[config.mk]
export PLATFORM = sky130hd
export DESIGN_NAME = sstp_packer
export DESIGN_NICKNAME = d
export VERILOG_FILES = /design/src/hdl/sstp_pkg.sv /design/src/hdl/sstp_out_decoder.sv /design/src/hdl/sstp_packer.sv
export VERILOG_INCLUDE_DIRS = /design/src /design/src/hdl
export SDC_FILE = /design/constraint.sdc
export NUM_CORES = 1
export LEC_CHECK = 0
export BUFFER_PORTS_ARGS = -buffer_cell sky130_fd_sc_hd__buf_2
export CAP_MARGIN = 20
export CORE_ASPECT_RATIO = 2
export CORE_MARGIN = 10
export CORE_UTILIZATION = 50
export CTS_CLUSTER_DIAMETER = 40
export DETAILED_ROUTE_END_ITERATION = 8
export GPL_ROUTABILITY_DRIVEN = 0
export PLACE_DENSITY_LB_ADDON = 0.1
export SYNTH_ARGS = -nofsm -noshare
export SYNTH_HDL_FRONTEND = slang
export SYNTH_SLANG_ARGS = --single-unit
[constraint.sdc]
create_clock -name clk_i -period 3.7 [get_ports clk_i]
set_clock_uncertainty 0.15 [all_clocks]
set_input_delay 0.185 -clock clk_i [delete_from_list [all_inputs] [get_ports clk_i]]
set_output_delay 0.185 -clock clk_i [all_outputs]
set_load 0.01 [all_outputs]
[src/hdl/sstp_defines.svh]
`ifndef SSTP_DEFINES_SVH
`define SSTP_DEFINES_SVH

// Register byte offsets on the Wishbone slave
`define SSTP_ADR_W           5
`define SSTP_OFF_CTRL        5'h00
`define SSTP_OFF_TELE        5'h04
`define SSTP_OFF_CRC         5'h08
`define SSTP_OFF_CMD         5'h0c
`define SSTP_OFF_IRQ_STAT    5'h10
`define SSTP_OFF_IRQ_MASK    5'h14

// Control register fields
`define SSTP_CTRL_MODE_LSB   0
`define SSTP_CTRL_MODE_MSB   2
`define SSTP_CTRL_RST        3'h0

// Interrupt bits, shared by status and mask
`define SSTP_IRQ_W           4
`define SSTP_IRQ_TELE        0
`define SSTP_IRQ_CMD         1
`define SSTP_IRQ_SAFE_FALL   2
`define SSTP_IRQ_RSV_ERR     3
`define SSTP_IRQ_MASK_RST    4'h0

// Input telegram bit positions
`define SSTP_B0_SAFE_LSB     0
`define SSTP_B0_STATE_LSB    4
`define SSTP_B2_LOCAL_LSB    4

// Output telegram field positions
`define SSTP_SEL_MSB         4
`define SSTP_RSV_SEL_MASK    8'he0
`define SSTP_B2_START_A_LSB  0
`define SSTP_B2_START_B_LSB  4
`define SSTP_B2_RECORDER     7
`define SSTP_RSV_B2_SINGLE   8'h7c
`define SSTP_RSV_B2_DUAL     8'h4c

// Wishbone answer latency in clock cycles after the request edge
`define SSTP_ACK_CYCLES      1

`endif

[src/hdl/sstp_pkg.sv]
package sstp_pkg;

	// Function modes that pick the output telegram layout
	typedef enum logic [2:0] {
		SSTP_MODE_SINGLE_FP   = 3'h0,
		SSTP_MODE_SINGLE_100  = 3'h1,
		SSTP_MODE_SINGLE_MULT = 3'h2,
		SSTP_MODE_DUAL        = 3'h3,
		SSTP_MODE_DUAL_FOUR   = 3'h4,
		SSTP_MODE_DUAL_MULT   = 3'h5
	} sstp_mode_e;

	// Wishbone slave states
	typedef enum logic {
		SSTP_BUS_IDLE = 1'b0,
		SSTP_BUS_ACK  = 1'b1
	} sstp_bus_e;

	// Scanner state sampled once per communication cycle
	typedef struct packed {
		logic func_a_warn_zone_free_safe;
		logic func_a_prot_zone_free_safe;
		logic func_b_warn_zone_free_safe;
		logic func_b_prot_zone_free_safe;
		logic func_a_warn_zone_state;
		logic func_a_prot_zone_state;
		logic func_b_warn_zone_state;
		logic func_b_prot_zone_state;
		logic func_a_warn_restart_request;
		logic func_a_restart_request;
		logic func_b_warn_restart_request;
		logic func_b_restart_request;
		logic error_switch_off;
		logic screen_dirty;
		logic pair_select_fault;
		logic park_done;
		logic local_out_1_state;
		logic local_out_2_state;
	} sstp_scan_s;

	// Input telegram, payload and CRC
	typedef struct packed {
		logic [7:0] byte0;
		logic [7:0] byte1;
		logic [7:0] byte2;
		logic [7:0] byte3;
		logic [7:0] crc_byte_high;
		logic [7:0] crc_byte_mid;
		logic [7:0] crc_byte_low;
	} sstp_tele_s;

	// Output telegram user bytes
	typedef struct packed {
		logic [7:0] byte0;
		logic [7:0] byte1;
		logic [7:0] byte2;
	} sstp_otele_s;

	// Decoded host command
	typedef struct packed {
		logic [4:0] sel_grp1;
		logic [4:0] sel_grp2;
		logic       grp2_used;
		logic       bank_mode;
		logic       dual;
		logic [1:0] start_a;
		logic [1:0] start_b;
		logic       recorder;
	} sstp_cmd_s;

	// Decoder state
	typedef struct packed {
		sstp_cmd_s cmd;
		logic      done;
		logic      rsv_err;
	} sstp_dec_s;

	// Packer state
	typedef struct packed {
		sstp_bus_e  bus;
		logic [31:0] rdat;
		sstp_tele_s tele;
		logic       tele_vld;
		logic [3:0] prev_safe;
		sstp_mode_e mode;
		logic [3:0] irq_stat;
		logic [3:0] irq_mask;
		logic       irq;
	} sstp_core_s;

endpackage

[src/hdl/sstp_out_decoder.sv]
`timescale 1ns/1ps
`default_nettype none
`include "sstp_defines.svh"

module sstp_out_decoder
	import sstp_pkg::*;
(
	// Clock and reset
	input  wire logic        clk_i,
	input  wire logic        rst_i,
	// Layout selection
	input  wire sstp_mode_e  mode_i,
	// Output telegram from the host
	input  wire sstp_otele_s otele_i,
	input  wire logic        otele_valid_i,
	// Decoded command
	output sstp_cmd_s        cmd_o,
	output logic             done_o,
	output logic             rsv_err_o
);

	sstp_dec_s st_r;
	sstp_dec_s st_nxt;

	// Decode per layout; unknown modes keep the old command
	always_comb begin
		st_nxt = st_r;
		st_nxt.done = 1'b0;
		st_nxt.rsv_err = 1'b0;
		if (otele_valid_i) begin
			st_nxt.done = 1'b1;
			case (mode_i)
				SSTP_MODE_SINGLE_FP: begin
					st_nxt.cmd = '0;
					st_nxt.cmd.sel_grp1 = otele_i.byte0[`SSTP_SEL_MSB:0];
					st_nxt.cmd.start_a = otele_i.byte2[1:0];
					st_nxt.cmd.recorder = otele_i.byte2[`SSTP_B2_RECORDER];
					st_nxt.rsv_err = |(otele_i.byte0 & `SSTP_RSV_SEL_MASK)
						| (|otele_i.byte1)
						| (|(otele_i.byte2 & `SSTP_RSV_B2_SINGLE));
				end
				SSTP_MODE_SINGLE_100, SSTP_MODE_SINGLE_MULT: begin
					st_nxt.cmd = '0;
					st_nxt.cmd.sel_grp1 = otele_i.byte0[`SSTP_SEL_MSB:0];
					st_nxt.cmd.sel_grp2 = otele_i.byte1[`SSTP_SEL_MSB:0];
					st_nxt.cmd.grp2_used = 1'b1;
					st_nxt.cmd.bank_mode = (mode_i == SSTP_MODE_SINGLE_MULT);
					st_nxt.cmd.start_a = otele_i.byte2[1:0];
					st_nxt.cmd.recorder = otele_i.byte2[`SSTP_B2_RECORDER];
					st_nxt.rsv_err = |(otele_i.byte0 & `SSTP_RSV_SEL_MASK)
						| (|(otele_i.byte1 & `SSTP_RSV_SEL_MASK))
						| (|(otele_i.byte2 & `SSTP_RSV_B2_SINGLE));
				end
				SSTP_MODE_DUAL, SSTP_MODE_DUAL_FOUR, SSTP_MODE_DUAL_MULT: begin
					st_nxt.cmd = '0;
					st_nxt.cmd.sel_grp1 = otele_i.byte0[`SSTP_SEL_MSB:0];
					st_nxt.cmd.sel_grp2 = otele_i.byte1[`SSTP_SEL_MSB:0];
					st_nxt.cmd.grp2_used = 1'b1;
					st_nxt.cmd.dual = 1'b1;
					st_nxt.cmd.start_a = otele_i.byte2[1:0];
					st_nxt.cmd.start_b = otele_i.byte2[5:4];
					st_nxt.cmd.recorder = otele_i.byte2[`SSTP_B2_RECORDER];
					st_nxt.rsv_err = |(otele_i.byte0 & `SSTP_RSV_SEL_MASK)
						| (|(otele_i.byte1 & `SSTP_RSV_SEL_MASK))
						| (|(otele_i.byte2 & `SSTP_RSV_B2_DUAL));
				end
				default: begin
					st_nxt.rsv_err = 1'b1;
				end
			endcase
		end
	end

	// State register
	always_ff @(posedge clk_i) begin
		if (rst_i) begin
			st_r <= '0;
		end else begin
			st_r <= st_nxt;
		end
	end

	assign cmd_o     = st_r.cmd;
	assign done_o    = st_r.done;
	assign rsv_err_o = st_r.rsv_err;

endmodule
`default_nettype wire

[src/hdl/sstp_packer.sv]
`timescale 1ns/1ps
`default_nettype none
// Summary of operation
// - Byte 0 bits 0-3: safe zone-free signals
// - Byte 0 bits 4-7: active zone status
// - Byte 1 bits 0-3: restart interlock requests
// - Byte 2 bits 0-3: collective diagnostics
// - Byte 2 bits 4-5: local output states
// - Byte 3: protocol status byte
// - Host commands fields; decode by mode
// - Single mode: select, start, recorder bits
// - Dual mode: selects A, B and starts
// - Three user bytes each direction
`include "sstp_defines.svh"

module sstp_packer
	import sstp_pkg::*;
(
	// Clock and reset
	input  wire logic         clk_i,
	input  wire logic         rst_i,
	// Wishbone slave
	input  wire logic         wb_cyc_i,
	input  wire logic         wb_stb_i,
	input  wire logic         wb_we_i,
	input  wire logic [4:0]   wb_adr_i,
	input  wire logic [3:0]   wb_sel_i,
	input  wire logic [31:0]  wb_dat_i,
	output logic [31:0]       wb_dat_o,
	output logic              wb_ack_o,
	// Scanner state and protocol layer inputs
	input  wire logic         cycle_strobe_i,
	input  wire sstp_scan_s   scan_i,
	input  wire logic [7:0]   ps_status_i,
	input  wire logic [23:0]  crc_i,
	// Input telegram toward the host
	output sstp_tele_s        tele_o,
	output logic              tele_valid_o,
	// Output telegram from the host
	input  wire sstp_otele_s  otele_i,
	input  wire logic         otele_valid_i,
	// Decoded command
	output sstp_cmd_s         cmd_o,
	output logic              cmd_valid_o,
	// Interrupt
	output logic              irq_o
);

	sstp_core_s st_r;
	sstp_core_s st_nxt;

	// Decoder results
	sstp_cmd_s  dec_cmd;
	logic       dec_done;
	logic       dec_rsv_err;

	// Per-bit fall of the safe zone-free signals
	logic [3:0] safe_now;
	logic [3:0] safe_fall;
	logic [3:0] irq_events;

	// Bus request qualifiers
	logic       req;
	logic       wr_commit;
	logic       rd_commit;
	logic [4:0] adr;
	logic       wr_lane0;

	// One select line per mapped register offset
	logic       hit_ctrl;
	logic       hit_tele;
	logic       hit_crc;
	logic       hit_cmd;
	logic       hit_stat;
	logic       hit_mask;

	// Read word, fresh telegram and next sticky status
	logic [31:0] rd_word;
	sstp_tele_s  tele_new;
	logic [3:0]  stat_clr;
	logic [3:0]  stat_nxt;

	// Host output telegram decode
	// three output bytes
	sstp_out_decoder u_dec (
		.clk_i         (clk_i),
		.rst_i         (rst_i),
		.mode_i        (st_r.mode),
		.otele_i       (otele_i),
		.otele_valid_i (otele_valid_i),
		.cmd_o         (dec_cmd),
		.done_o        (dec_done),
		.rsv_err_o     (dec_rsv_err)
	);

	// Safe bits of the incoming sample
	assign safe_now = {scan_i.func_b_prot_zone_free_safe,
		scan_i.func_b_warn_zone_free_safe,
		scan_i.func_a_prot_zone_free_safe,
		scan_i.func_a_warn_zone_free_safe};

	// A free-to-occupied change on any safe bit raises an event
	genvar gi;
	generate
		for (gi = 0; gi < 4; gi = gi + 1) begin : g_fall
			assign safe_fall[gi] = cycle_strobe_i & st_r.prev_safe[gi]
				& ~safe_now[gi];
		end
	endgenerate

	// Event vector in interrupt bit order
	always_comb begin
		irq_events = '0;
		irq_events[`SSTP_IRQ_TELE] = cycle_strobe_i;
		irq_events[`SSTP_IRQ_CMD] = dec_done;
		irq_events[`SSTP_IRQ_SAFE_FALL] = |safe_fall;
		irq_events[`SSTP_IRQ_RSV_ERR] = dec_rsv_err;
	end

	// Request seen, and commit at the acknowledge edge
	assign req       = wb_cyc_i & wb_stb_i;
	assign adr       = wb_adr_i;
	assign wr_commit = (st_r.bus == SSTP_BUS_ACK) & req & wb_we_i;
	assign rd_commit = (st_r.bus == SSTP_BUS_ACK) & req & ~wb_we_i;

	// Writes land through byte lane 0 at the acknowledge edge
	assign wr_lane0  = wr_commit & wb_sel_i[0];

	// Address decode; an unmapped offset selects nothing
	// Full compare, so aliases of a mapped offset read zero
	always_comb begin
		hit_ctrl = 1'b0;
		hit_tele = 1'b0;
		hit_crc  = 1'b0;
		hit_cmd  = 1'b0;
		hit_stat = 1'b0;
		hit_mask = 1'b0;
		if (adr == `SSTP_OFF_CTRL) begin
			hit_ctrl = 1'b1;
		end else if (adr == `SSTP_OFF_TELE) begin
			hit_tele = 1'b1;
		end else if (adr == `SSTP_OFF_CRC) begin
			hit_crc = 1'b1;
		end else if (adr == `SSTP_OFF_CMD) begin
			hit_cmd = 1'b1;
		end else if (adr == `SSTP_OFF_IRQ_STAT) begin
			hit_stat = 1'b1;
		end else if (adr == `SSTP_OFF_IRQ_MASK) begin
			hit_mask = 1'b1;
		end
	end

	// Read word; unmapped offsets and unused bits read zero
	// Latched at the request edge, so it stands through the ack
	always_comb begin
		rd_word = 32'h0;
		if (hit_ctrl) begin
			rd_word[`SSTP_CTRL_MODE_MSB:`SSTP_CTRL_MODE_LSB] = st_r.mode;
		end else if (hit_tele) begin
			rd_word[7:0]   = st_r.tele.byte0;
			rd_word[15:8]  = st_r.tele.byte1;
			rd_word[23:16] = st_r.tele.byte2;
			rd_word[31:24] = st_r.tele.byte3;
		end else if (hit_crc) begin
			rd_word[7:0]   = st_r.tele.crc_byte_low;
			rd_word[15:8]  = st_r.tele.crc_byte_mid;
			rd_word[23:16] = st_r.tele.crc_byte_high;
		end else if (hit_cmd) begin
			rd_word[17:0] = dec_cmd;
		end else if (hit_stat) begin
			rd_word[3:0] = st_r.irq_stat;
		end else if (hit_mask) begin
			rd_word[3:0] = st_r.irq_mask;
		end
	end

	// Telegram fields from the current sample, in wire order
	// Taken whole at the strobe edge, so no bit mixes two samples
	always_comb begin
		tele_new = '0;
		tele_new.byte0[0] = scan_i.func_a_warn_zone_free_safe;
		tele_new.byte0[1] = scan_i.func_a_prot_zone_free_safe;
		tele_new.byte0[2] = scan_i.func_b_warn_zone_free_safe;
		tele_new.byte0[3] = scan_i.func_b_prot_zone_free_safe;
		tele_new.byte0[4] = scan_i.func_a_warn_zone_state;
		tele_new.byte0[5] = scan_i.func_a_prot_zone_state;
		tele_new.byte0[6] = scan_i.func_b_warn_zone_state;
		tele_new.byte0[7] = scan_i.func_b_prot_zone_state;
		tele_new.byte1[0] = scan_i.func_a_warn_restart_request;
		tele_new.byte1[1] = scan_i.func_a_restart_request;
		tele_new.byte1[2] = scan_i.func_b_warn_restart_request;
		tele_new.byte1[3] = scan_i.func_b_restart_request;
		tele_new.byte2[0] = scan_i.error_switch_off;
		tele_new.byte2[1] = scan_i.screen_dirty;
		tele_new.byte2[2] = scan_i.pair_select_fault;
		tele_new.byte2[3] = scan_i.park_done;
		tele_new.byte2[4] = scan_i.local_out_1_state;
		tele_new.byte2[5] = scan_i.local_out_2_state;
		tele_new.byte3 = ps_status_i;
		// CRC high byte first; reserved bits stay zero
		tele_new.crc_byte_high = crc_i[23:16];
		tele_new.crc_byte_mid  = crc_i[15:8];
		tele_new.crc_byte_low  = crc_i[7:0];
	end

	// Per-bit sticky status: a read clears only the bits it returned
	// An event in the clearing cycle keeps its bit set
	genvar gs;
	generate
		for (gs = 0; gs < `SSTP_IRQ_W; gs = gs + 1) begin : g_stat
			assign stat_clr[gs] = rd_commit & hit_stat & st_r.rdat[gs];
			assign stat_nxt[gs] = irq_events[gs]
				| (st_r.irq_stat[gs] & ~stat_clr[gs]);
		end
	endgenerate

	// Next-state logic for bus, telegram and interrupts
	always_comb begin
		st_nxt = st_r;
		st_nxt.tele_vld = 1'b0;

		// Telegram assembly on each communication cycle
		if (cycle_strobe_i) begin
			st_nxt.prev_safe = safe_now;
			st_nxt.tele = tele_new;
			st_nxt.tele_vld = 1'b1;
		end

		// Bus handshake: answer one cycle after the request
		case (st_r.bus)
			SSTP_BUS_IDLE: begin
				if (req) begin
					st_nxt.bus = SSTP_BUS_ACK;
					st_nxt.rdat = rd_word;
				end
			end
			SSTP_BUS_ACK: begin
				st_nxt.bus = SSTP_BUS_IDLE;
			end
			default: begin
				st_nxt.bus = SSTP_BUS_IDLE;
			end
		endcase

		// Register writes take effect at the acknowledge edge
		// Mode codes without a layout are kept; the decoder flags them
		if (wr_lane0) begin
			if (hit_ctrl) begin
				st_nxt.mode = sstp_mode_e'(
					wb_dat_i[`SSTP_CTRL_MODE_MSB:`SSTP_CTRL_MODE_LSB]);
			end else if (hit_mask) begin
				st_nxt.irq_mask = wb_dat_i[3:0];
			end
		end

		// Read clears only the bits returned; new events win
		st_nxt.irq_stat = stat_nxt;

		// Level interrupt from unmasked sticky bits
		st_nxt.irq = |(st_nxt.irq_stat & st_nxt.irq_mask);
	end

	// State register
	always_ff @(posedge clk_i) begin
		if (rst_i) begin
			st_r <= '0;
			st_r.bus <= SSTP_BUS_IDLE;
			st_r.mode <= sstp_mode_e'(`SSTP_CTRL_RST);
			st_r.irq_mask <= `SSTP_IRQ_MASK_RST;
		end else begin
			st_r <= st_nxt;
		end
	end

	// Outputs
	assign wb_dat_o     = st_r.rdat;
	assign wb_ack_o     = (st_r.bus == SSTP_BUS_ACK) & req;
	assign tele_o       = st_r.tele;
	assign tele_valid_o = st_r.tele_vld;
	assign cmd_o        = dec_cmd;
	assign cmd_valid_o  = dec_done;
	assign irq_o        = st_r.irq;

endmodule
`default_nettype wire

After elaboration in Yosys (flattened, before gate mapping). Cells that the tools add are included. W data, S select, Z words.

Multiplexer cells: 40. Reductions and logical operators: 16. Magnitude comparators: 0. Div/mod/pow operators: 0. Multipliers: 0. Equal/unequal tests: 10. Bitwise operators: 43. Add/sub/neg operators: 0. Shift-type cells: 0.

Operators by type and width (number): $pmux W18 S3 (1); $mux W33 (1); $mux W29 (1); $mux W24 (1); $mux W4 (6); $and A1 B1 Y1 (22); $mux W1 (21); $mux W18 (1); $mux W14 (1); $reduce_or A3 Y1 (4); $not A1 Y1 (11); $eq A5 B4 Y1 const B (2); $eq A5 B5 Y1 const B (2); $or A1 B1 Y1 (9); $mux W8 (1); $reduce_or A4 Y1 (2); $reduce_or A8 Y1 (1); $eq A3 B2 Y1 const B (2); $eq A3 B3 Y1 const B (2); $mux W6 (1); $reduce_and A2 Y1 (3); $eq A5 B3 Y1 const B (1); $logic_not A5 Y1 (1); $mux W5 (1); 10 further kinds (11).

Memory bits (writable): 0. ROM bits: 0. Memories: 0. Bits in latches: 0. Input bits: 122. Flip-flop bits (word level): 120. Output and inout bits: 110. Word-level logic and storage cells: 134.

Logic depth before layout (Yosys ltp).
Word-level depth: 15. Depth in mapped cells: 7. Mapped depth without buffers: 6.

Hierarchy. Synthesis repeated with hierarchy kept, for this count alone.

Cells, all modules: 560. Area, all modules: 5215.0 um2.

By module, submodules not included: sstp_packer (instances 1, cells an instance 463, sequential area each 1921.8 um2, area each 4399.2 um2); sstp_out_decoder (instances 1, cells an instance 97, sequential area each 400.4 um2, area each 815.8 um2).

Worst setup path after synthesis. OpenSTA, ideal clock, no wires.

Path type: input -> register. From: in wb_adr_i[3]. To: reg st_r (netlist bit wb_dat_o[3]). Path slack: 2.040 ns. Path buffers: 1. Data required time: 3.483 ns. Data arrival time: 1.443 ns. Cell stages on the path: 6. Setup time: 0.067 ns. Cells stage by stage: buf_6 > or4b_4 > o21ai_1 > a21oi_1 > or3_1 > a21oi_2.

Word-level cells in the longest chain between the ends: 13. Elaborated cells between the ends (all ways): 33. Classes of those cells: eq/ne (5); mux (27); reduce/logical (1).

Ends and longest elaborated chain: start, declared (line sstp_packer.sv:26) `input wire logic [4:0] wb_adr_i,`; $eq A5 B5 Y1 (no source line); $mux W1 (line sstp_packer.sv:148) `` end else if (adr == `SSTP_OFF_IRQ_MASK) begin ``; $mux W1 (line sstp_packer.sv:146) `` end else if (adr == `SSTP_OFF_IRQ_STAT) begin ``; $mux W1 (line sstp_packer.sv:144) `` end else if (adr == `SSTP_OFF_CMD) begin ``; $mux W1 (line sstp_packer.sv:142) `` end else if (adr == `SSTP_OFF_CRC) begin ``; $mux W1 (line sstp_packer.sv:140) `` end else if (adr == `SSTP_OFF_TELE) begin ``; $mux W1 (line sstp_packer.sv:138) `` if (adr == `SSTP_OFF_CTRL) begin ``; $mux W4 (line sstp_packer.sv:172) `end else if (hit_mask) begin`; $mux W4 (line sstp_packer.sv:170) `end else if (hit_stat) begin`; $mux W4 (line sstp_packer.sv:168) `end else if (hit_cmd) begin`; $mux W18 (line sstp_packer.sv:164) `end else if (hit_crc) begin`; $mux W24 (line sstp_packer.sv:159) `end else if (hit_tele) begin`; $mux W29 * (line sstp_packer.sv:157) `if (hit_ctrl) begin`; end signal, assigned (line sstp_packer.sv:271) `st_r <= st_nxt;`; end, declared (line sstp_packer.sv:49) `sstp_core_s st_r;`.

Every way passes the cells marked *; elsewhere a longest branch is shown, timed or not. A chain may end at the register's enable or synchronous reset.

Final worst setup path.
From: reg st_r[105] in the netlist's numbering. To: reg st_r (netlist bit wb_dat_o[11]).

Word-level cells in the longest chain between the ends: 2.

Ends and longest elaborated chain: $not A1 Y1 (no source line); $reduce_and A2 Y1 (no source line).

Every way passes these cells.

==> impl_summary.log <==
INFO  metric largest_net_degree_at_the_start_of_global_routing = 79
INFO  metric timing.critical_path.slowest_cell_delay = 0.78 ns
INFO  metric place_hpwl = 11,500 µm
INFO  metric synthCells = 565
INFO  metric synth_top_cells_by_count = 116 x sky130_fd_sc_hd__dfxtp_1, 112 x sky130_fd_sc_hd__nor2_1, 89 x sky130_fd_sc_hd__buf_4
INFO  metric cts_tree = yes
INFO  metric via_per_inst = 5.13
INFO  metric grtUsageMet1 = 0.196
INFO  metric antenna-diode-count = 0
INFO  metric timing.critical_path.to_type = flop
INFO  metric cell_type_with_the_largest_total_area_after_synthesis = sky130_fd_sc_hd__dfxtp_1
INFO  metric finish.net_count = 856
INFO  metric tightest_slew_margin_relative_to_the_limit = 0.349
INFO  metric clk_pin_slew = 0.05 ns
INFO  metric arrival_time_at_the_worst_endpoint = 2.35 ns
INFO  metric run_status = complete, no violations
INFO  metric number_of_levels_the_h_tree_was_split_into = 4
INFO  metric first_global_vias = 4,770
INFO  metric detail_route.first_pass.iterations = 5
INFO  metric cts-root-to-sink-buffers = 2
INFO  metric final_max_slew_viol_count = 0
INFO  metric detail-route-antenna-nets = 0
INFO  metric die_height = 165 µm
INFO  metric most_frequently_used_flop_master_after_synthesis = sky130_fd_sc_hd__dfxtp_1
INFO  metric synth_enable_flop_cells = 0
INFO  metric dpl_worst_slack = 1.32 ns
INFO  metric grt_setup_unrepaired = false
INFO  metric cell_types_occupying_the_most_area_after_synthesis = sky130_fd_sc_hd__dfxtp_1 44%, sky130_fd_sc_hd__buf_4 13%, sky130_fd_sc_hd__mux2i_1 12%
INFO  metric remaining_drc_errors = 0
INFO  metric std_cell_rows = 53
INFO  metric final_hold_viol_count = 0
INFO  metric ioPinCount = 232
INFO  metric crit_path_max_fanout = 13
INFO  metric max_freq = 461 MHz
INFO  metric power_density = 492 nW/µm²
INFO  metric overall_global_routing_resource_usage = 0.207
INFO  metric insertion_delay = 0.41 ns
INFO  metric worst-endpoint-required = 3.88 ns
INFO  metric layout_cell_share_with_drive_strength_beyond_1 = 0.324
INFO  metric die_area = 15,300 µm²
INFO  metric hold_class = primary input to flop
INFO  metric synthToLayoutAreaGrowth = 32.1%
INFO  metric synth_top_cell_area_share = 0.440
INFO  metric yosys.cell_types.count = 47
INFO  metric detail_route.wirelength = 16,100 µm
INFO  metric max_cap_violations = 0
INFO  metric totalNegativeSetupSlack = 0 ns
INFO  metric chipWidth = 92.6 µm
INFO  metric busiest_layer = met2
INFO  metric layout_setup_ws = 1.53 ns
INFO  metric synth_seq_cells = 116
INFO  metric clock_sink_count = 116
INFO  metric synthesis.area_per_instance = 9.34 µm²
INFO  metric core_region_area = 10,400 µm²
INFO  metric cp-start-kind = flop
INFO  metric cts_setup_buffers = 0
INFO  metric cp_cell_sequence = and3b_1 > nand2_1 > nor3_2 > a22oi_1 > a21oi_1
INFO  metric final.period_utilization = 0.587
INFO  metric critical_path_class = flop to flop
INFO  metric ys_seq_area_frac = 0.440
INFO  metric clock_buffer_count_from_cts = 17
INFO  metric layout.filler_cells = 866
INFO  metric wire_length_of_the_first_global_routing_pass = 24,700 µm
INFO  metric leakagePower = 3.30 nW
INFO  metric drtIter0Drc = 292
INFO  metric timing.final.crit_period = 2.17 ns
INFO  metric critical_path.slowest_cell = sky130_fd_sc_hd__nor3_2
INFO  metric vdd.ir_drop.worst = 352 µV
INFO  metric grt_util_met2 = 0.381
INFO  metric report.final.setup_viol = 0
INFO  metric overflow = 0
INFO  metric slew_at_the_pin_closest_to_its_max_slew_limit = 0.971 ns
INFO  metric io_buffers = 194
INFO  metric met3_usage = 0.0810
INFO  metric start_util = 0.507
INFO  metric postLayoutCoreUtil = 0.669
INFO  metric average_detailed_routed_wire_length_per_instance = 18.2 µm
INFO  metric syn-cell-area = 5280 µm²
INFO  metric num_vias = 4,536
INFO  metric root_buffer = sky130_fd_sc_hd__clkbuf_16
INFO  metric yosys_warnings = 0
INFO  metric grt_antenna_before_repair = 0
INFO  metric share_of_synthesized_registers_carrying_an_async_set_or_reset = 0
INFO  metric synthMostInstantiatedCell = sky130_fd_sc_hd__dfxtp_1
sequential cells by signal, summed over array words and instances (netlist names):
name,count
wb_dat_o,32
irq_o,1
tele_valid_o,1
tele_o,50
st_r,12
u_dec.done_o,1
u_dec.cmd_o,18
u_dec.rsv_err_o,1
through the flow:
step | power [mW] | instances | instance area, µm² | hold WS (ns)
2_1_floorplan | 1.55 | 570 | 5290 | 0.171
3_3_place_gp | 1.63 | 782 | 5630 | 0.267
3_5_place_dp | 1.63 | 782 | 5630 | 0.276
4_1_cts | 3.46 | 884 | 6970 | 0.0211
5_1_grt | 3.55 | 884 | 6970 | 0.0629
6_report | 3.43 | 884 | 6970 | 0.0384
report_power, final:
group	internal, mW	switching [mW]
Clock	1.20	0.569
Combinational	0.167	0.167
Sequential	1.30	0.0353
critical path, delay by kind of cell (launching register included):
kind	cells	cell delay, ns
AOI/OAI and AO/OA	2	0.33
DFF	1	0.32
and+or+nand+nor	3	1.29
cells in the final DEF (no fill, tap or decap), types with 2 or more instances in the layout:
cell type	instances
sky130_fd_sc_hd__nand2_1	26
sky130_fd_sc_hd__buf_2	192
sky130_fd_sc_hd__mux2_2	9
sky130_fd_sc_hd__nand4_1	5
sky130_fd_sc_hd__bufinv_16	5
sky130_fd_sc_hd__clkbuf_1	3
sky130_fd_sc_hd__nor2b_1	6
sky130_fd_sc_hd__a311oi_1	2
sky130_fd_sc_hd__a21oi_1	23
sky130_fd_sc_hd__conb_1	6
sky130_fd_sc_hd__clkinvlp_4	3
sky130_fd_sc_hd__a22oi_1	25
sky130_fd_sc_hd__o21bai_1	2
sky130_fd_sc_hd__nor3_1	5
sky130_fd_sc_hd__buf_4	4
sky130_fd_sc_hd__nor2_1	111
sky130_fd_sc_hd__mux4_1	2
sky130_fd_sc_hd__o22a_1	2
sky130_fd_sc_hd__mux2i_1	61
sky130_fd_sc_hd__a211oi_1	2
sky130_fd_sc_hd__nor3_2	2
sky130_fd_sc_hd__dfxtp_1	116
sky130_fd_sc_hd__clkbuf_16	17
sky130_fd_sc_hd__dlygate4sd3_1	70
sky130_fd_sc_hd__clkinv_4	2
sky130_fd_sc_hd__a222oi_1	14
sky130_fd_sc_hd__nand3b_1	2
sky130_fd_sc_hd__o22ai_1	2
sky130_fd_sc_hd__nand2b_1	3
sky130_fd_sc_hd__inv_1	4
path summary, 6_finish.rpt:
check	from	endpoint	slack [ns]	cells past startpoint
worst max-delay path	st_r[105]	wb_dat_o[11]	1.53	5
worst min register to register	u_dec.rsv_err_o	st_r[8]	0.32	2
worst min-delay path	otele_i[13]	u_dec.rsv_err_o	0.04	3
worst max register to register	st_r[105]	wb_dat_o[11]	1.53	5
kinds of logic (layout without fill, tap and decap cells):
logic type	count (synthesis)	count (layout)	synth area share
simple gates	174	174	0.148
buf+inv	125	302	0.160
flops	116	116	0.440
compound gates	77	77	0.106
mux	72	72	0.145
other cells	1	6	0.000711
routing by layer:
layer / up-vias / wire, µm
met5: - / 0
met1: 2135 / 5520
li1: 2203 / -
met2: 170 / 8870
met4: 0 / 502
met3: 28 / 1210
cell type report:
type	count	area (µm²)	area share
repair buffers	266	1690	0.243
inverters	4	15.0	0.00215
clock buffers	20	437	0.0627
multi-input cells	329	2130	0.305
clock inverters	12	204	0.0293
flip-flops and latches	116	2320	0.333
well taps	137	171	0.0246
what timing repair did:
| item | 4_1_cts | 5_1_grt |
|---|---|---|
| hold endpoints to repair | 74 | 0 |
| hold buffers | 70 | 0 |
| resized for setup | 0 | 0 |
Note: power is estimated with default switching activity, not from simulation.
